--- config.mk ---
export PLATFORM = sky130hd
export DESIGN_NAME = dvs_slew_and_linreg_setpoint
export DESIGN_NICKNAME = d
export VERILOG_FILES = /design/src/hw/dvs_slew_and_linreg_setpoint.v /design/src/hw/ramp_step_timer.v
export VERILOG_INCLUDE_DIRS = /design/src /design/src/hw
export SDC_FILE = /design/constraint.sdc
export NUM_CORES = 1
export LEC_CHECK = 0
export ABC_CLOCK_PERIOD_IN_PS = 9400
export BUFFER_PORTS_ARGS = -buffer_cell sky130_fd_sc_hd__buf_2
export CELL_PAD_IN_SITES_DETAIL_PLACEMENT = 0
export CELL_PAD_IN_SITES_GLOBAL_PLACEMENT = 2
export CORE_UTILIZATION = 39
export DETAILED_ROUTE_END_ITERATION = 10
export GPL_ROUTABILITY_DRIVEN = 0
export PLACE_DENSITY_LB_ADDON = 0.1
export REMOVE_ABC_BUFFERS = 1
export SETUP_SLACK_MARGIN = 0.02
export SLEW_MARGIN = 20
export SYNTH_ARGS = -nofsm -noshare
export SYNTH_HDL_FRONTEND = slang
export SYNTH_SLANG_ARGS = --single-unit
--- constraint.sdc ---
create_clock -name sys_clk_i -period 9.4 [get_ports sys_clk_i]
set_input_delay 0.94 -clock sys_clk_i [delete_from_list [all_inputs] [get_ports sys_clk_i]]
set_output_delay 0.94 -clock sys_clk_i [all_outputs]
set_load 0.02 [all_outputs]
--- src/hw/dvs_slew_regs.vh ---
// Overview of operation
// - writing one to trigger bit 7 ramps both bucks to their setpoints; zero does nothing.
// - hardware clears the trigger bit when the started transition completes.
// - bypass bit 6 set: each setpoint update starts a ramp without a trigger.
// - ramp field bits 2-0, reset 6h, gives 160 down to 2.5 us per step.
// - ramp code 7h applies the new setpoint at once, no step pacing.
// - pacing, trigger and bypass act only on buck converters one and two.
// - linear-regulator setpoint accepts writes only when password unlocked.
// - any accepted linear-regulator write blanks its voltage monitoring for 5 ms.
// - six-bit setpoint: 0.900-1.525 V in 25 mV, then 1.550-3.400 V in 50 mV.
//
// Purpose: offsets, fields, reset values and timing counts of the ramp block
// Assumes: 40 MHz system clock
// Notes: dwell times are kept in ns and blanking in ms; counts derive from the clock period
`ifndef DVS_SLEW_REGS_VH
`define DVS_SLEW_REGS_VH

`define RAMP_CONTROL_OFS 8'h1a
`define LINEAR_REG_VOLTAGE_OFS 8'h1b
`define RAMP_CONTROL_RESET 8'h06
`define LINEAR_REG_VOLTAGE_RESET 8'h1f
`define TRIGGER_BIT 7
`define TRIGGER_BYPASS_BIT 6
`define RAMP_RATE_MSB 2
`define RAMP_RATE_RESET 3'h6
`define RAMP_RATE_IMMEDIATE 3'h7
`define LDO_CODE_MSB 5
`define LDO_CODE_RESET 6'h1f
`define LDO_FINE_LAST 6'h19
`define LDO_FINE_BASE_MV 12'd900
`define LDO_FINE_STEP_MV 12'd25
`define LDO_COARSE_BASE_MV 12'd1550
`define LDO_COARSE_STEP_MV 12'd50
`define BUCK_RESET_CODE 6'h00

`define CLK_PERIOD_NS 25
`define DWELL0_NS 160000
`define DWELL1_NS 80000
`define DWELL2_NS 40000
`define DWELL3_NS 20000
`define DWELL4_NS 10000
`define DWELL5_NS 5000
`define DWELL6_NS 2500
`define DWELL0_CYCLES (`DWELL0_NS / `CLK_PERIOD_NS)
`define DWELL1_CYCLES (`DWELL1_NS / `CLK_PERIOD_NS)
`define DWELL2_CYCLES (`DWELL2_NS / `CLK_PERIOD_NS)
`define DWELL3_CYCLES (`DWELL3_NS / `CLK_PERIOD_NS)
`define DWELL4_CYCLES (`DWELL4_NS / `CLK_PERIOD_NS)
`define DWELL5_CYCLES (`DWELL5_NS / `CLK_PERIOD_NS)
`define DWELL6_CYCLES (`DWELL6_NS / `CLK_PERIOD_NS)
`define BLANK_MS 5
`define BLANK_CYCLES ((`BLANK_MS * 1000000) / `CLK_PERIOD_NS)

`endif

--- src/hw/dvs_slew_and_linreg_setpoint.v ---
// Purpose: dynamic voltage ramp control of buck one and two, linear-regulator setpoint
// Assumes: register port writes are one-cycle strobes; password check done outside
// Notes: other regulators are not touched by any logic here
`include "dvs_slew_regs.vh"

module dvs_slew_and_linreg_setpoint #(
	parameter DWELL0_CYC = `DWELL0_CYCLES,
	parameter BLANK_CYC = `BLANK_CYCLES
) (
	input wire sys_clk_i,
	input wire rst_n_i,
	input wire [7:0] reg_addr_i,
	input wire reg_wr_i,
	input wire reg_rd_i,
	input wire [7:0] reg_wdata_i,
	input wire pw_unlock_i,
	input wire [5:0] buck_converter_one_setpoint_i,
	input wire [5:0] buck_converter_two_setpoint_i,
	input wire buck_converter_one_update_i,
	input wire buck_converter_two_update_i,
	output reg [7:0] reg_rdata_o,
	output reg [5:0] buck_converter_one_applied_o,
	output reg [5:0] buck_converter_two_applied_o,
	output reg ramp_busy_o,
	output reg [5:0] linear_regulator_one_code_o,
	output reg [11:0] linear_regulator_one_mv_o,
	output reg linear_regulator_one_blank_o
);

	////////////////////////////////////////////////////////////////////////////////
	// functions

	function [11:0] ldo_mv;
		input [5:0] code;
		begin
			if (code <= `LDO_FINE_LAST) begin
				ldo_mv = `LDO_FINE_BASE_MV + `LDO_FINE_STEP_MV * {6'h00, code};
			end else begin
				ldo_mv = `LDO_COARSE_BASE_MV +
					`LDO_COARSE_STEP_MV * {6'h00, code - (`LDO_FINE_LAST + 6'h01)};
			end
		end
	endfunction

	// one code step toward the target, or stay
	function [5:0] step_toward;
		input [5:0] now;
		input [5:0] goal;
		begin
			if (now < goal) begin
				step_toward = now + 6'h01;
			end else if (now > goal) begin
				step_toward = now - 6'h01;
			end else begin
				step_toward = now;
			end
		end
	endfunction

	////////////////////////////////////////////////////////////////////////////////
	// register state

	reg trigger_q;
	reg trigger_bypass_q;
	reg [2:0] ramp_rate_q;
	reg [5:0] ldo_code_q;
	reg active_q;
	reg [5:0] target_one_q;
	reg [5:0] target_two_q;
	reg [17:0] blank_count_q;
	wire step_tick;

	wire wr_ramp = reg_wr_i && (reg_addr_i == `RAMP_CONTROL_OFS);
	wire wr_ldo = reg_wr_i && (reg_addr_i == `LINEAR_REG_VOLTAGE_OFS);
	wire ldo_accept = wr_ldo && pw_unlock_i;
	wire trigger_write = wr_ramp && reg_wdata_i[`TRIGGER_BIT];
	wire any_update = buck_converter_one_update_i || buck_converter_two_update_i;
	// the bypass in effect is the one stored before this cycle's write
	wire bypass_start = trigger_bypass_q && any_update;
	wire start = trigger_write || bypass_start;
	wire immediate = (ramp_rate_q == `RAMP_RATE_IMMEDIATE);
	wire at_target = (buck_converter_one_applied_o == target_one_q) &&
		(buck_converter_two_applied_o == target_two_q);
	wire done = active_q && at_target;

	////////////////////////////////////////////////////////////////////////////////
	// register writes

	always @(posedge sys_clk_i) begin
		if (!rst_n_i) begin
			trigger_q <= 1'b0;
			trigger_bypass_q <= 1'b0;
			ramp_rate_q <= `RAMP_RATE_RESET;
			ldo_code_q <= `LDO_CODE_RESET;
		end else begin
			if (wr_ramp) begin
				// bits 5-3 are not stored, so they read back zero
				trigger_bypass_q <= reg_wdata_i[`TRIGGER_BYPASS_BIT];
				ramp_rate_q <= reg_wdata_i[`RAMP_RATE_MSB:0];
			end
			// a new trigger in the completing cycle wins over the clear
			if (trigger_write) begin
				trigger_q <= 1'b1;
			end else if (done) begin
				trigger_q <= 1'b0;
			end
			if (ldo_accept) begin
				ldo_code_q <= reg_wdata_i[`LDO_CODE_MSB:0];
			end
		end
	end

	////////////////////////////////////////////////////////////////////////////////
	// ramp engine, buck one and two only

	ramp_step_timer #(
		.DWELL0_CYC(DWELL0_CYC)
	) u_timer (
		.sys_clk_i(sys_clk_i),
		.rst_n_i(rst_n_i),
		.run_i(active_q && !immediate),
		.rate_i(ramp_rate_q),
		.tick_o(step_tick)
	);

	always @(posedge sys_clk_i) begin
		if (!rst_n_i) begin
			active_q <= 1'b0;
			target_one_q <= `BUCK_RESET_CODE;
			target_two_q <= `BUCK_RESET_CODE;
			buck_converter_one_applied_o <= `BUCK_RESET_CODE;
			buck_converter_two_applied_o <= `BUCK_RESET_CODE;
			ramp_busy_o <= 1'b0;
		end else begin
			// while ramping the target tracks the newest setpoint
			if (start || active_q) begin
				target_one_q <= buck_converter_one_setpoint_i;
				target_two_q <= buck_converter_two_setpoint_i;
			end
			if (start) begin
				active_q <= 1'b1;
			end else if (done) begin
				active_q <= 1'b0;
			end
			if (active_q && immediate) begin
				buck_converter_one_applied_o <= target_one_q;
				buck_converter_two_applied_o <= target_two_q;
			end else if (active_q && step_tick) begin
				// one code per dwell on each converter; only bucks one and two exist here
				buck_converter_one_applied_o <= step_toward(buck_converter_one_applied_o, target_one_q);
				buck_converter_two_applied_o <= step_toward(buck_converter_two_applied_o, target_two_q);
			end
			ramp_busy_o <= start || (active_q && !done);
		end
	end

	////////////////////////////////////////////////////////////////////////////////
	// linear regulator setpoint and monitor blanking

	always @(posedge sys_clk_i) begin
		if (!rst_n_i) begin
			blank_count_q <= 18'h00000;
			linear_regulator_one_blank_o <= 1'b0;
			linear_regulator_one_code_o <= `LDO_CODE_RESET;
			linear_regulator_one_mv_o <= ldo_mv(`LDO_CODE_RESET);
		end else begin
			// a write during blanking restarts the full interval
			if (ldo_accept) begin
				blank_count_q <= BLANK_CYC[17:0];
			end else if (blank_count_q != 18'h00000) begin
				blank_count_q <= blank_count_q - 18'h00001;
			end
			linear_regulator_one_blank_o <= ldo_accept || (blank_count_q > 18'h00001);
			linear_regulator_one_code_o <= ldo_code_q;
			linear_regulator_one_mv_o <= ldo_mv(ldo_code_q);
		end
	end

	////////////////////////////////////////////////////////////////////////////////
	// read port; unmapped addresses read zero

	always @(posedge sys_clk_i) begin
		if (!rst_n_i) begin
			reg_rdata_o <= 8'h00;
		end else if (reg_rd_i) begin
			case (reg_addr_i)
			`RAMP_CONTROL_OFS: reg_rdata_o <= {trigger_q, trigger_bypass_q, 3'h0, ramp_rate_q};
			`LINEAR_REG_VOLTAGE_OFS: reg_rdata_o <= {2'h0, ldo_code_q};
			default: reg_rdata_o <= 8'h00;
			endcase
		end
	end

endmodule // dvs_slew_and_linreg_setpoint

--- src/hw/ramp_step_timer.v ---
// Purpose: step dwell timer for the setpoint ramp
// Assumes: run held high for the whole ramp
// Notes: tick is one cycle wide, once per dwell interval
`include "dvs_slew_regs.vh"

module ramp_step_timer #(
	parameter DWELL0_CYC = `DWELL0_CYCLES
) (
	input wire sys_clk_i,
	input wire rst_n_i,
	input wire run_i,
	input wire [2:0] rate_i,
	output reg tick_o
);

	reg [17:0] count_q;

	// every dwell count is held at the counter width so the compare never truncates
	localparam [17:0] DWELL1_CYC = `DWELL1_CYCLES;
	localparam [17:0] DWELL2_CYC = `DWELL2_CYCLES;
	localparam [17:0] DWELL3_CYC = `DWELL3_CYCLES;
	localparam [17:0] DWELL4_CYC = `DWELL4_CYCLES;
	localparam [17:0] DWELL5_CYC = `DWELL5_CYCLES;
	localparam [17:0] DWELL6_CYC = `DWELL6_CYCLES;

	function [17:0] dwell_of;
		input [2:0] code;
		begin
			case (code)
			3'h0: dwell_of = DWELL0_CYC[17:0];
			3'h1: dwell_of = DWELL1_CYC;
			3'h2: dwell_of = DWELL2_CYC;
			3'h3: dwell_of = DWELL3_CYC;
			3'h4: dwell_of = DWELL4_CYC;
			3'h5: dwell_of = DWELL5_CYC;
			3'h6: dwell_of = DWELL6_CYC;
			default: dwell_of = 18'h00001;
			endcase
		end
	endfunction

	// a rate change mid-ramp takes effect at once: the running count is compared against the new dwell
	always @(posedge sys_clk_i) begin
		if (!rst_n_i || !run_i) begin
			count_q <= 18'h00001;
			tick_o <= 1'b0;
		end else if (count_q >= dwell_of(rate_i)) begin
			count_q <= 18'h00001;
			tick_o <= 1'b1;
		end else begin
			count_q <= count_q + 18'h00001;
			tick_o <= 1'b0;
		end
	end

endmodule // ramp_step_timer
After elaboration in Yosys (flattened, before gate mapping) --
Cells that the tools add are included.
Storage, ports and cells: flip-flop bits (word level) 101, input bits 35, output and inout port bits 40, logic and storage cells 99
Operators by class: $add $sub $neg 9, multipliers 2, magnitude comparators 7, equal/unequal tests 11, muxes and demuxes 18, bitwise gates (word level) 1, reduce and logical (&&, ||, !) cells 33
Operators with widths (number):
- 13-bit case mux with 7 select lines | 1
- 18-bit two-way mux | 3
- 6-bit two-way mux | 8
- 5-bit by 6-bit multiplier with 11-bit output (first input constant) | 2
- 18-bit by 1-bit adder with 18-bit output (second input constant) | 1
- 18-bit greater-or-equal comparator | 1
- 18-bit by 1-bit > comparator with 1-bit output (second input constant) | 1
- 18-bit nonzero test | 1
- 18-bit by 1-bit subtractor with 18-bit output (second input constant) | 1
- 8-bit by 5-bit equality test with 1-bit output (second input constant) | 2
- 8-bit case mux with 2 select lines | 1
- 10-bit by 11-bit adder with 12-bit output (first input constant) | 1
- 11-bit by 12-bit adder with 12-bit output (first input constant) | 1
- 6-bit by 1-bit adder with 6-bit output (second input constant) | 2
- 3-bit equality test (second input constant) | 4
- 6-bit equality test | 2
- 6-bit > comparator | 2
- 6-bit < comparator | 2
- 12-bit two-way mux | 1
- 6-bit by 1-bit subtractor with 6-bit output (second input constant) | 2
- 1-bit logical AND | 11
- 2-bit nonzero test | 4
- 3-bit by 2-bit equality test with 1-bit output (second input constant) | 2
- 6-bit by 5-bit less-or-equal comparator with 1-bit output (second input constant) | 1
- other kinds (10) | 24

Depth between registers and ports, before layout --
Gate-level depths: netlist (run 1).
depth in word-level cells 8, depth in mapped cells 15, mapped depth without buffers 15

Cells and area by module --
A second synthesis (run 1) with hierarchy kept.
Second synthesis, totals: cell total of the unflattened synthesis 723, area total of the unflattened synthesis 6451.2 sq um
Modules (own cells, without submodules):
- dvs_slew_and_linreg_setpoint | instances 1, cells an instance 598, area an instance 5245.0 sq um, seq. area each 1641.6 sq um
- ramp_step_timer | instances 1, cells an instance 125, area an instance 1206.2 sq um, seq. area each 380.4 sq um

Worst setup path before layout (run 1) --
No wires, ideal clock.
path type reg2reg, start register ldo_code_q[1], end register linear_regulator_one_mv_o[11], setup time 121 ps, arrival 3591 ps, slack 5688 ps, stages on the path, launching flop included 15, clock period less this slack 3712 ps, path through dfxtp_1 > inv_1 > ha_1 > xor2_1 > inv_1 > ha_1 > ha_1 > ha_1 > ha_1 > nor2b_1 > o31a_1 > or4b_2 > nand3_1 > xor2_1 > o22ai_1
Between the ends: cells in the longest elaborated chain, start to end 4, elaborated cells on any way between the ends 7, those cells by class add/sub: 3; mul: 2; order compare: 1; mux: 1
RTL lines:
- from (decl) | line dvs_slew_and_linreg_setpoint.v:66 | reg [5:0] ldo_code_q;
- from (signal assigned) | line dvs_slew_and_linreg_setpoint.v:94 | ldo_code_q <= `LDO_CODE_RESET;
- from (signal assigned) | line dvs_slew_and_linreg_setpoint.v:108 | ldo_code_q <= reg_wdata_i[`LDO_CODE_MSB:0];
- 6-bit by 5-bit subtractor with 6-bit output | line dvs_slew_and_linreg_setpoint.v:40 | `LDO_COARSE_STEP_MV * {6'h00, code - (`LDO_FINE_LAST + 6'h01)};
- 5-bit by 6-bit multiplier with 11-bit output (no line)
- 11-bit by 12-bit adder with 12-bit output (no line)
- 12-bit two-way mux (*) | line dvs_slew_and_linreg_setpoint.v:36 | if (code <= `LDO_FINE_LAST) begin
- to (signal assigned) | line dvs_slew_and_linreg_setpoint.v:165 | linear_regulator_one_mv_o <= ldo_mv(`LDO_CODE_RESET);
- to (signal assigned) | line dvs_slew_and_linreg_setpoint.v:175 | linear_regulator_one_mv_o <= ldo_mv(ldo_code_q);
- to (decl) | line dvs_slew_and_linreg_setpoint.v:26 | output reg [11:0] linear_regulator_one_mv_o,
Every way passes the cells marked *; elsewhere a longest branch is shown, timed or not. A chain may end at the register's enable or synchronous reset.

Worst setup path in the final report (run 1) --
Ends and elaborated chain as after synthesis.

==> impl_metrics.toml, run 1 <==
[cts]
cts_sinks = 101
clock_tree_from_tritoncts = "yes"
cts.path.max_buffers = 2
clock_latency_ns = 0.35
tritoncts.num_buffers = 9
hold_buffers_post_cts = 0
postCtsSetupRepairBufs = 0
htree_levels = 3
cts_resized = 0
ctsRootBufferMaster = "sky130_fd_sc_hd__clkbuf_16"
clk_pin_slew_ns = 0.08

[routing]
route.detailed.wl_per_inst_um = 15.0
routed_wl_um = 15100
postRouteAntennaNets = 0
via_per_inst = 5.03
drt_iter0_drcs = 241
routed-via-count = 5077
drt_pre_antenna_iters = 4
drc = 0

[sta]
maxSlewViolCount = 0
finalSetupViolations = 0
max_slew.worst_pin.slew_ns = 0.885
relSlewSlack_pct = 40.4
timing.setup.tns_ns = 0
timing.final.hold_violations = 0
layout_min_cycle_time_ns = 4.12
rsz0062_at_grt = "false"
layout_worst_path_cycle_share_pct = 43.9
clock.fmax_mhz = 242
timing.clock.skew_ns = 0.0124

[setup_path]
slowest_delay_ns = 0.62
critical_path.n_buffers_inverters = 2
r2r-start = "ldo_code_q[1]$_SDFFE_PN1P_"
worstReg2RegEnd = "linear_regulator_one_mv_o[11]$_SDFF_PN0_"
critical_path.max_fanout = 10
timing.critical_path.to_type = "flop"
cp_cell_sequence = "inv_1, ha_1, xor2_1, inv_1, ha_1, ha_1, ha_1, ha_1, nor2b_1, o31a_1, or4b_2, nand3_1, xor2_1, o22ai_1"
crit_family = "adder cells"
reg2reg_slack_ns = 5.28
worst-setup-path-type = "flop to flop"
worstRegToRegCells = 14
worst_path_max_delay_cell = "sky130_fd_sc_hd__or4b_2"
critical_path.startpoint_type = "flop"
crit_path_frequent_cell = "sky130_fd_sc_hd__ha_1"
worstPathArrival_ns = 4.36
critPathRequiredTime_ns = 9.63

[worst_hold_path]
hold_path_end = "u_timer.count_q[0]$_SDFF_PP1_"
min_delay_path_depth = 1
hold_path.startpoint = "u_timer.count_q[0]$_SDFF_PP1_"
min-delay-path-class = "flop to flop"

[yosys]
yosysWarnings = 0
synth.lib_cells_used.distinct = 66
syn_area_mm2 = 0.00637
number_of_enable_flip_flop_cells_after_synthesis = 0
synth_cells = 724
ys_ff_latch = 101
yosysSeqAreaShare_pct = 31.8
synth-async-reset-ratio_pct = 0
syn-mean-instance-area_um2 = 8.79
synth_top_flop_cell = "sky130_fd_sc_hd__dfxtp_1"

[floorplanning]
core_area_mm2 = 0.0159
die_height_um = 130
fp-row-count = 46
start_util_pct = 40.1
die_area_mm2 = 0.0168
io_pins = 75
die_width_um = 130

[final_layout]
fraction_of_final_layout_cells_with_drive_strength_greater_than_1_pct = 14.2
antenna_cells_inserted = 0
filler_cell_count = 1598
postLayoutCoreUtil_pct = 45.6
sequential_cell_area_mm2 = 0.00202
syn_to_final_growth_pct = 13.8
design.final.nets = 917
multiInputGateArea_mm2 = 0.00406
most_common_library_cell_in_the_layout_ignoring_fill_and_taps = "sky130_fd_sc_hd__dfxtp_1"
final_cell_mix = "sky130_fd_sc_hd__dfxtp_1, sky130_fd_sc_hd__ha_1, sky130_fd_sc_hd__buf_2, sky130_fd_sc_hd__nor2_1, sky130_fd_sc_hd__nand2_1"
final-instance-count-excl-fill = 1009

[power]
cellPowerDensity_mw_per_mm2 = 164
power.leakage_uw = 0.00334
overall_power_consumption_uw = 1190
ir_drop_worst_case_vdd_mv = 0.172

[global_routing]
pin_count_of_the_biggest_net_entering_global_routing = 36
first_global_vias = 4839
grt_util_all_layers_pct = 18.8
grt_overflow_total = 0
grt_antenna_before_repair = 0
grt_first_pass_wirelength_um = 24500

[job]
cap_violations = 0

[run_status]
outcome = "completed"

[placed_design]
placed_cells = 993
buffer_ports.inserted = 74
dp.final_hpwl_um = 11500
## area by class of cell
class	instances	share of cell area (%)
repair buffers	77	5.42
well taps	216	3.73
inverters	51	2.64
multi-input cells	548	56.0
clock inverters	6	1.11
clock buffers	10	3.16
flip-flops and latches	101	27.9
## cell families (layout without fill, tap and decap cells)
| kind of cell | count (synthesis) | in the layout | synth area share (%) |
|---|---|---|---|
| AOI/OAI and AO/OA | 138 | 138 | 14.2 |
| muxes | 26 | 26 | 4.17 |
| DFF | 101 | 101 | 31.8 |
| buffers and inverters | 78 | 144 | 4.64 |
| other | 1 | 4 | 0.0589 |
| xor gates and xnor gates | 52 | 52 | 7.15 |
| adders and majority gates | 94 | 94 | 19.2 |
| and+or+nand+nor | 234 | 234 | 18.8 |
## report_power, final
group          internal (µW)  switching (µW)
sequential               465            37.5
clock                    211             177
combinational            133             164
total                    809             378
## cells in the mapped netlist, types with 4 or more instances
master,instances,share of area (%)
sky130_fd_sc_hd__dfxtp_1,101,32
sky130_fd_sc_hd__ha_1,88,17
sky130_fd_sc_hd__nor2_1,72,4.2
sky130_fd_sc_hd__nand2_1,54,3.2
sky130_fd_sc_hd__inv_1,50,2.9
sky130_fd_sc_hd__a21oi_1,49,3.9
sky130_fd_sc_hd__xnor2_1,28,3.9
sky130_fd_sc_hd__clkbuf_1,25,1.5
sky130_fd_sc_hd__xor2_1,24,3.3
sky130_fd_sc_hd__nand3_1,23,1.8
sky130_fd_sc_hd__mux2i_1,22,3.5
sky130_fd_sc_hd__o21ai_0,16,1.3
sky130_fd_sc_hd__nor2b_1,15,1.5
sky130_fd_sc_hd__nor4_1,13,1.3
sky130_fd_sc_hd__o211ai_1,11,1.3
sky130_fd_sc_hd__a21o_1,9,1.1
sky130_fd_sc_hd__nor3_1,9,0.71
sky130_fd_sc_hd__nand2b_1,8,0.79
sky130_fd_sc_hd__a211oi_1,7,0.83
sky130_fd_sc_hd__fa_1,6,1.9
sky130_fd_sc_hd__o21a_1,6,0.71
sky130_fd_sc_hd__o21bai_1,6,0.71
sky130_fd_sc_hd__and3_1,5,0.49
sky130_fd_sc_hd__nand4_1,5,0.49
sky130_fd_sc_hd__a31oi_1,4,0.39
sky130_fd_sc_hd__mux2_2,4,0.71
## metrics by stage
| stage | hold slack, ns | instance area [µm²] | setup WS (ns) |
|---|---|---|---|
| 2_1_floorplan | 0.412 | 6270 | 5.69 |
| 3_3_place_gp | 0.448 | 6940 | 5.45 |
| 3_5_place_dp | 0.452 | 6940 | 5.31 |
| 4_1_cts | 0.465 | 7250 | 5.26 |
| 5_1_grt | 0.479 | 7250 | 5.03 |
| 6_report | 0.462 | 7250 | 5.28 |
## metal layers
metal  track usage (%)  part of all wire (%)
met1              25.4                    51
met2              30.2                    45
met3              4.02                   3.0
met4              5.20                   1.1
met5                 0                     0
## sequential cells by signal (all words and copies together), names as in the netlist, 8 cells and up
register and flops:
blank_count_q 18, u_timer.count_q 18, linear_regulator_one_mv_o 12, reg_rdata_o 8
## how the worst max path moves through the flow
stage / from / to / slack (ns) / depth (start not counted)
6_report: ldo_code_q[1]$_SDFFE_PN1P_ / linear_regulator_one_mv_o[11]$_SDFF_PN0_ / 5.28 / 14
2_1_floorplan: ldo_code_q[1]$_SDFFE_PN1P_ / linear_regulator_one_mv_o[11]$_SDFF_PN0_ / 5.69 / 14
4_1_cts: ldo_code_q[1]$_SDFFE_PN1P_ / linear_regulator_one_mv_o[11]$_SDFF_PN0_ / 5.26 / 14
3_3_place_gp: ldo_code_q[1]$_SDFFE_PN1P_ / linear_regulator_one_mv_o[11]$_SDFF_PN0_ / 5.45 / 14
5_1_grt: ldo_code_q[1]$_SDFFE_PN1P_ / linear_regulator_one_mv_o[11]$_SDFF_PN0_ / 5.03 / 14
3_5_place_dp: ldo_code_q[1]$_SDFFE_PN1P_ / linear_regulator_one_mv_o[11]$_SDFF_PN0_ / 5.31 / 14
Note: power is estimated with default switching activity, not from simulation.
==> run 2, diff against run 1 <==
--- a/config.mk
+++ b/config.mk
@@ -6,11 +6,12 @@
 export SDC_FILE = /design/constraint.sdc
 export NUM_CORES = 1
 export LEC_CHECK = 0
-export ABC_CLOCK_PERIOD_IN_PS = 9400
+export ABC_AREA = 1
+export ABC_CLOCK_PERIOD_IN_PS = 3760
 export BUFFER_PORTS_ARGS = -buffer_cell sky130_fd_sc_hd__buf_2
 export CELL_PAD_IN_SITES_DETAIL_PLACEMENT = 0
 export CELL_PAD_IN_SITES_GLOBAL_PLACEMENT = 2
-export CORE_UTILIZATION = 39
+export CORE_UTILIZATION = 31
 export DETAILED_ROUTE_END_ITERATION = 10
 export GPL_ROUTABILITY_DRIVEN = 0
 export PLACE_DENSITY_LB_ADDON = 0.1
==> constraint.sdc (replaced) <==
create_clock -name sys_clk_i -period 3.76 [get_ports sys_clk_i]
set_input_delay 0.376 -clock sys_clk_i [delete_from_list [all_inputs] [get_ports sys_clk_i]]
set_output_delay 0.376 -clock sys_clk_i [all_outputs]
set_load 0.02 [all_outputs]
==> run 2 against run 1 <==
Area after synthesis rose by 3.6%. Clock power increased to 2.9 times the previous value. First-iteration DRC count fell by 7.9%. Via count grew 14%. Critical endpoint unchanged.
==> impl_metrics.toml, run 2 <==
[sta]
maxSlewViolCount = 0
timing.final.hold_violations = 0
hold-worst-slack_ns = 0.266
relSlewSlack_pct = 43.8
clock.fmax_mhz = 300
finalSetupViolations = 0
timing.clock.skew_ns = 0.00653
rsz0062_at_grt = "false"
timing.setup.tns_ns = 0
max_slew.worst_pin.slew_ns = 0.842
layout_worst_path_cycle_share_pct = 88.6
final_critical_path_setup_slack_ns = 0.429
layout_min_cycle_time_ns = 3.33

[routing]
drc = 0
postRouteAntennaNets = 0
via_per_inst = 4.59
routed-via-count = 5763
drt_pre_antenna_iters = 4
route.detailed.wl_per_inst_um = 14.0
drt_iter0_drcs = 222
routed_wl_um = 17600

[yosys]
yosys.cell_count.top_type = "sky130_fd_sc_hd__nand2_1"
synthTopCellsByCount = "sky130_fd_sc_hd__nand2_1, sky130_fd_sc_hd__nor2_1, sky130_fd_sc_hd__dfxtp_1, sky130_fd_sc_hd__inv_1, sky130_fd_sc_hd__ha_1"
yosysSeqAreaShare_pct = 30.7
syn_area_mm2 = 0.00660
number_of_enable_flip_flop_cells_after_synthesis = 0
synth_cells = 903
synth.lib_cells_used.distinct = 42
synth-async-reset-ratio_pct = 0
ys_ff_latch = 101
synth_top_area_share_pct = 30.7
synth_top_area_cell = "sky130_fd_sc_hd__dfxtp_1"
yosysWarnings = 0
synth_top_cells_by_area = "sky130_fd_sc_hd__dfxtp_1, sky130_fd_sc_hd__ha_1, sky130_fd_sc_hd__nand2_1"
synth_top_flop_cell = "sky130_fd_sc_hd__dfxtp_1"
syn-mean-instance-area_um2 = 7.30

[cts]
clock_latency_ns = 0.35
htree_levels = 3
clock_tree_from_tritoncts = "yes"
ctsRootBufferMaster = "sky130_fd_sc_hd__clkbuf_16"
cts_sinks = 101
tritoncts.num_buffers = 9
cts.path.max_buffers = 2
clk_pin_slew_ns = 0.07

[setup_path]
critPathRequiredTime_ns = 3.99
slowest_delay_ns = 0.38
timing.critical_path.to_type = "flop"
worst-setup-path-type = "flop to flop"
cp_cell_sequence = "inv_2, ha_1, nand2_1, nand2_1, xor2_2, buf_4, ha_1, ha_1, ha_1, ha_1, a21oi_1, nand3_1, nand2_1, nand2_1, nand3_1, nand2_1, nand3_1, a21oi_1"
critical_path.startpoint_type = "flop"
reg2reg_slack_ns = 0.43
critical_path.n_buffers_inverters = 2
critical_path.max_fanout = 7
worstPathArrival_ns = 3.57
worst_path_max_delay_cell = "sky130_fd_sc_hd__dfxtp_2"
crit_family = "adder cells"

[floorplanning]
die_area_mm2 = 0.0219
fp-row-count = 52
io_pins = 75
die_width_um = 148
die_height_um = 148
core_area_mm2 = 0.0206
start_util_pct = 32.1

[placed_design]
buffer_ports.inserted = 74
placed_cell_area_mm2 = 0.00727
dp.final_hpwl_um = 13800
pre_cts_slack_ns = 0.180
placed_cells = 1238

[global_routing]
grt_overflow_total = 0
grt_util_all_layers_pct = 17.0
grt_first_pass_wirelength_um = 29200
grt_antenna_before_repair = 0
first_global_vias = 5723
pin_count_of_the_biggest_net_entering_global_routing = 28

[final_layout]
antenna_cells_inserted = 0
final_cell_mix = "sky130_fd_sc_hd__nand2_1, sky130_fd_sc_hd__nor2_1, sky130_fd_sc_hd__dfxtp_1, sky130_fd_sc_hd__inv_1, sky130_fd_sc_hd__ha_1"
syn_to_final_growth_pct = 16.0
fin_area_mm2 = 0.00765
most_common_library_cell_in_the_layout_ignoring_fill_and_taps = "sky130_fd_sc_hd__nand2_1"
final-instance-count-excl-fill = 1255
biggestRegsByFlops = "blank_count_q x18, u_timer.count_q x18, linear_regulator_one_mv_o x12"
fraction_of_final_layout_cells_with_drive_strength_greater_than_1_pct = 13.0
design.final.nets = 1110

[power]
ir_drop_worst_case_vdd_mv = 0.361
clockPowerShare_pct = 35.9
power.combinational.fraction_pct = 24.2
intPower_uw = 2110
cellPowerDensity_mw_per_mm2 = 404
power.sequential.fraction_pct = 39.9
switching_power_uw = 982
power.leakage_uw = 0.00380
power_switching_share_pct = 31.8

[job]
cap_violations = 0

[worst_hold_path]
min-delay-path-class = "input port to flop"

[run_status]
outcome = "completed"
==> run 2: cell types whose count changed after synthesis, sizes merged, moves of 9 or more <==
| cell | change |
|---|---|
| o21ai | +30 |
| inv | +54 |
| nor4 | -9 |
| clkbuf | -16 |
| xnor2 | -16 |
| a21oi | +24 |
| nor2b | -15 |
| nand3 | +26 |
| mux2i | -20 |
| nand4 | +22 |
| nand2 | +134 |
| nor2 | +40 |
| o211ai | -12 |
==> run 2: worst reg2reg max path, cell delays in order, from the launching register on <==
cell and delay, ns:
sky130_fd_sc_hd__dfxtp_2 0.38, sky130_fd_sc_hd__inv_2 0.09, sky130_fd_sc_hd__ha_1 0.24, sky130_fd_sc_hd__nand2_1 0.07, sky130_fd_sc_hd__nand2_1 0.07, sky130_fd_sc_hd__xor2_2 0.17
sky130_fd_sc_hd__buf_4 0.16, sky130_fd_sc_hd__ha_1 0.27, sky130_fd_sc_hd__ha_1 0.29, sky130_fd_sc_hd__ha_1 0.29, sky130_fd_sc_hd__ha_1 0.35, sky130_fd_sc_hd__a21oi_1 0.25
sky130_fd_sc_hd__nand3_1 0.14, sky130_fd_sc_hd__nand2_1 0.08, sky130_fd_sc_hd__nand2_1 0.08, sky130_fd_sc_hd__nand3_1 0.09, sky130_fd_sc_hd__nand2_1 0.05, sky130_fd_sc_hd__nand3_1 0.06
sky130_fd_sc_hd__a21oi_1 0.07
==> run 2: metal layers <==
layer  vias up  wire (µm)  GRT usage [%]
met5         -          0              0
met4         0        184           4.64
met3        10        485           2.75
met2        67       8000           28.5
met1      2569       8910           22.6
li1       3117          -              -
==> run 2: worst paths after layout <==
kind / start / end / depth (start not counted)
setup / recovery: ldo_code_q[2]$_SDFFE_PN1P_ / linear_regulator_one_mv_o[11]$_SDFF_PN0_ / 18
hold reg to reg: trigger_q$_SDFFE_PN0P_ / trigger_q$_SDFFE_PN0P_ / 2
setup reg to reg: ldo_code_q[2]$_SDFFE_PN1P_ / linear_regulator_one_mv_o[11]$_SDFF_PN0_ / 18
hold / removal: buck_converter_one_setpoint_i[5] / target_one_q[5]$_SDFFE_PN0P_ / 3
==> run 2: logic make-up after synthesis <==
| kind of cell | Yosys count | share of synthesized area, % |
|---|---|---|
| multiplexers | 2 | 0.304 |
| AO/OA/AOI/OAI | 141 | 11.3 |
| AND/OR/NAND/NOR | 404 | 27.0 |
| buffers and inverters | 125 | 7.46 |
| adder cells (fa/ha/maj) | 94 | 18.5 |
| other | 1 | 0.0569 |
| XOR/XNOR | 35 | 4.65 |
| flip-flops | 101 | 30.7 |
==> run 2: layout make-up <==
type                    count  area, µm²
clock inverters             5        108
repair buffers             83        438
multi-input cells         680       4100
well taps                 270        338
fillers                  2275      12900
inverters                 106        398
flip-flops and latches    101       2020
clock buffers              10        239
==> run 2: timing repair <==
action	4_1_cts	5_1_grt
resized for setup	0	4
setup endpoints to repair	0	3
setup buffers	0	2
hold buffers	0	0
==> run 2: through the flow <==
stage	utilization [%]	total power [µW]
6_report	37.2	3090
5_1_grt	37.2	3300
4_1_cts	37.1	3150
3_5_place_dp	35.4	2010
3_3_place_gp	35.4	2030
2_1_floorplan	-	1820
==> run 2: power by group through the flow <==
stage          clock network, µW  registers [µW]  logic [µW]
2_1_floorplan                  0            1250         573
3_3_place_gp                   0            1260         766
3_5_place_dp                   0            1260         756
4_1_cts                     1160            1230         760
5_1_grt                     1200            1250         859
6_report                    1110            1230         749
==> run 3, diff against run 2 <==
--- a/config.mk
+++ b/config.mk
@@ -11,7 +11,7 @@
 export BUFFER_PORTS_ARGS = -buffer_cell sky130_fd_sc_hd__buf_2
 export CELL_PAD_IN_SITES_DETAIL_PLACEMENT = 0
 export CELL_PAD_IN_SITES_GLOBAL_PLACEMENT = 2
-export CORE_UTILIZATION = 31
+export CORE_UTILIZATION = 30
 export DETAILED_ROUTE_END_ITERATION = 10
 export GPL_ROUTABILITY_DRIVEN = 0
 export PLACE_DENSITY_LB_ADDON = 0.1
@@ -20,4 +20,5 @@
 export SLEW_MARGIN = 20
 export SYNTH_ARGS = -nofsm -noshare
 export SYNTH_HDL_FRONTEND = slang
+export SYNTH_HIERARCHICAL = 1
 export SYNTH_SLANG_ARGS = --single-unit
==> run 3 against run 2 <==
Cell area rose by 1.4%. Fmax fell by 2.6%. The flow now finishes with violations (design-rule violations). Synthesized cell count rose by 5.3%. Area after synthesis rose by 2.7%. Global-route usage fell by 0.92 points. Clock skew rose by 0.0057 ns. Die area rose by 6.0%. Combinational power rose by 8.9%. Critical path depth fell by 1. Critical endpoint is now linear_regulator_one_mv_o[9]$_SDFF_PN1_. Count of clock-buffer cells in the layout fell by 1.
==> impl_metrics.toml, run 3 <==
[routing]
postRouteAntennaNets = 0
via_per_inst = 4.47
route.detailed.wl_per_inst_um = 13.6
drc = 5
uppermost_layer_routed = "met4"
metal3_wl_um = 622
drt_pre_antenna_iters = 7
routed_wl_um = 17900
routed-via-count = 5882
met2_wirelength_um = 8160
drt_iter0_drcs = 222
met1_length_um = 8970

[final_layout]
antenna_cells_inserted = 0
fraction_of_final_layout_cells_with_drive_strength_greater_than_1_pct = 13.0
final-instance-count-excl-fill = 1315
biggestRegsByFlops = "blank_count_q x18, u_timer/count_q x18, linear_regulator_one_mv_o x12"
final_cell_mix = "sky130_fd_sc_hd__nand2_1, sky130_fd_sc_hd__inv_1, sky130_fd_sc_hd__nor2_1, sky130_fd_sc_hd__dfxtp_1, sky130_fd_sc_hd__ha_1"
design.final.nets = 1160
multiInputGateArea_mm2 = 0.00416
sequential_cell_area_mm2 = 0.00202
syn_to_final_growth_pct = 14.5
most_common_library_cell_in_the_layout_ignoring_fill_and_taps = "sky130_fd_sc_hd__nand2_1"
postLayoutCoreUtil_pct = 35.3
filler_cell_count = 2413

[setup_path]
critPathRequiredTime_ns = 3.99
worst_path_max_delay_cell = "sky130_fd_sc_hd__dfxtp_1"
worst-setup-path-type = "flop to flop"
timing.critical_path.to_type = "flop"
crit_path_frequent_cell = "sky130_fd_sc_hd__ha_1"
slowest_delay_ns = 0.43
cp_cell_sequence = "inv_2, ha_1, xor2_1, inv_1, ha_1, ha_1, ha_1, ha_1, inv_1, nand2_1, nand2_1, nor2_1, nand3_1, nand2_1, inv_1, o21ai_0, nand3_1"
worstRegToRegCells = 17
critical_path.max_fanout = 7
worstReg2RegEnd = "linear_regulator_one_mv_o[9]$_SDFF_PN1_"
critical_path.startpoint_type = "flop"
critical_path.n_buffers_inverters = 4
worstPathArrival_ns = 3.65
crit_family = "adder cells"
reg2reg_slack_ns = 0.34
r2r-start = "ldo_code_q[2]$_SDFFE_PN1P_"

[worst_hold_path]
hold_path.startpoint = "reg_wdata_i[4]"
min-delay-path-class = "input port to flop"
hold_path_end = "ldo_code_q[4]$_SDFFE_PN1P_"
min_delay_path_depth = 3

[sta]
relSlewSlack_pct = 32.3
layout_min_cycle_time_ns = 3.42
finalSetupViolations = 0
clock.fmax_mhz = 293
timing.clock.skew_ns = 0.0122
layout_worst_path_cycle_share_pct = 90.9
maxSlewViolCount = 0
rsz0062_at_grt = "false"
max_slew.worst_pin.slew_ns = 1.01
final_critical_path_setup_slack_ns = 0.342
hold-worst-slack_ns = 0.257
timing.setup.tns_ns = 0
timing.final.hold_violations = 0

[cts]
tritoncts.num_buffers = 9
cts_resized = 0
clock_latency_ns = 0.36
hold_buffers_post_cts = 0
htree_levels = 3
clk_pin_slew_ns = 0.07
postCtsSetupRepairBufs = 0
clock_tree_from_tritoncts = "yes"
cts_sinks = 101
cts.path.max_buffers = 2
ctsRootBufferMaster = "sky130_fd_sc_hd__clkbuf_16"

[yosys]
yosysWarnings = 6
syn_area_mm2 = 0.00677
synthTopCellsByCount = "sky130_fd_sc_hd__nand2_1, sky130_fd_sc_hd__inv_1, sky130_fd_sc_hd__nor2_1, sky130_fd_sc_hd__dfxtp_1, sky130_fd_sc_hd__ha_1"
ys_ff_latch = 101
synth_cells = 951
synth_top_cells_by_area = "sky130_fd_sc_hd__dfxtp_1, sky130_fd_sc_hd__ha_1, sky130_fd_sc_hd__nand2_1"
syn-mean-instance-area_um2 = 7.12
yosys.cell_count.top_type = "sky130_fd_sc_hd__nand2_1"
synth-async-reset-ratio_pct = 0
synth_top_area_cell = "sky130_fd_sc_hd__dfxtp_1"
synth.lib_cells_used.distinct = 42
yosysSeqAreaShare_pct = 29.9
synth_top_flop_cell = "sky130_fd_sc_hd__dfxtp_1"
number_of_enable_flip_flop_cells_after_synthesis = 0
synth_top_area_share_pct = 29.9

[power]
power.leakage_uw = 0.00395
cellPowerDensity_mw_per_mm2 = 382
ir_drop_worst_case_vdd_mv = 0.225

[floorplanning]
die_height_um = 152
die_width_um = 152
start_util_pct = 30.8
core_area_mm2 = 0.0220
die_area_mm2 = 0.0232
io_pins = 75
fp-row-count = 54

[placed_design]
pre_cts_slack_ns = 0.179
placed_cells = 1300
dp.final_hpwl_um = 14000
buffer_ports.inserted = 74

[run_status]
outcome = "finished with violations"
failed_checks = "design-rule violations"

[global_routing]
grt_util_all_layers_pct = 16.1
grt_antenna_before_repair = 0
first_global_vias = 5682
grt_first_pass_wirelength_um = 29600
grt_overflow_total = 0
pin_count_of_the_biggest_net_entering_global_routing = 31

[job]
cap_violations = 0
## run 3: logic make-up after synthesis
logic type	count (synthesis)	share of synthesized area, %
adders and majority gates	94	18.0
xor gates and xnor gates	33	4.27
buffers and inverters	154	9.15
muxes	2	0.296
AOI/OAI and AO/OA	123	9.53
DFF	101	29.9
other	1	0.0554
and+or+nand+nor	443	28.8
## run 3: metrics by stage
stage / power (µW) / area [µm²]
after global routing: 3190 / 7750
after global placement: 2090 / 7470
after detailed placement: 2080 / 7470
after floorplan: 1860 / 6680
after CTS: 3020 / 7740
final: 2960 / 7750
## run 3: worst max path at each step
stage / startpoint / end / slack, ns / cells after the start
3_3_place_gp: ldo_code_q[2]$_SDFFE_PN1P_ / linear_regulator_one_mv_o[11]$_SDFF_PN0_ / 0.27 / 19
3_5_place_dp: ldo_code_q[2]$_SDFFE_PN1P_ / linear_regulator_one_mv_o[11]$_SDFF_PN0_ / 0.18 / 19
2_1_floorplan: ldo_code_q[1]$_SDFFE_PN1P_ / linear_regulator_one_mv_o[11]$_SDFF_PN0_ / 0.57 / 17
5_1_grt: ldo_code_q[2]$_SDFFE_PN1P_ / linear_regulator_one_mv_o[9]$_SDFF_PN1_ / 0.04 / 17
4_1_cts: ldo_code_q[2]$_SDFFE_PN1P_ / linear_regulator_one_mv_o[11]$_SDFF_PN0_ / 0.15 / 19
6_report: ldo_code_q[2]$_SDFFE_PN1P_ / linear_regulator_one_mv_o[9]$_SDFF_PN1_ / 0.34 / 17
## run 3: per-layer routing
metal,up-vias,track usage [%]
li1,3209,-
met1,2593,21.7
met2,68,26.7
met3,12,2.36
met4,0,4.52
met5,-,0
## run 3: tightest hold or removal path: cells and delay by family
kind	cells	cell delay, ns
buf+inv	1	0.08
compound gates	2	0.12
## run 3: power by group
group	internal, µW	switching, µW
Clock	452	459
Sequential	1160	77.1
Combinational	302	515
Total	1910	1050
## run 3: final cells by class
cell class | count | area share, %
clock inverters | 6 | 0.613
flip-flops and latches | 101 | 26.1
well taps | 280 | 4.52
multi-input cells | 699 | 53.6
clock buffers | 9 | 2.91
repair buffers | 83 | 5.65
inverters | 137 | 6.63
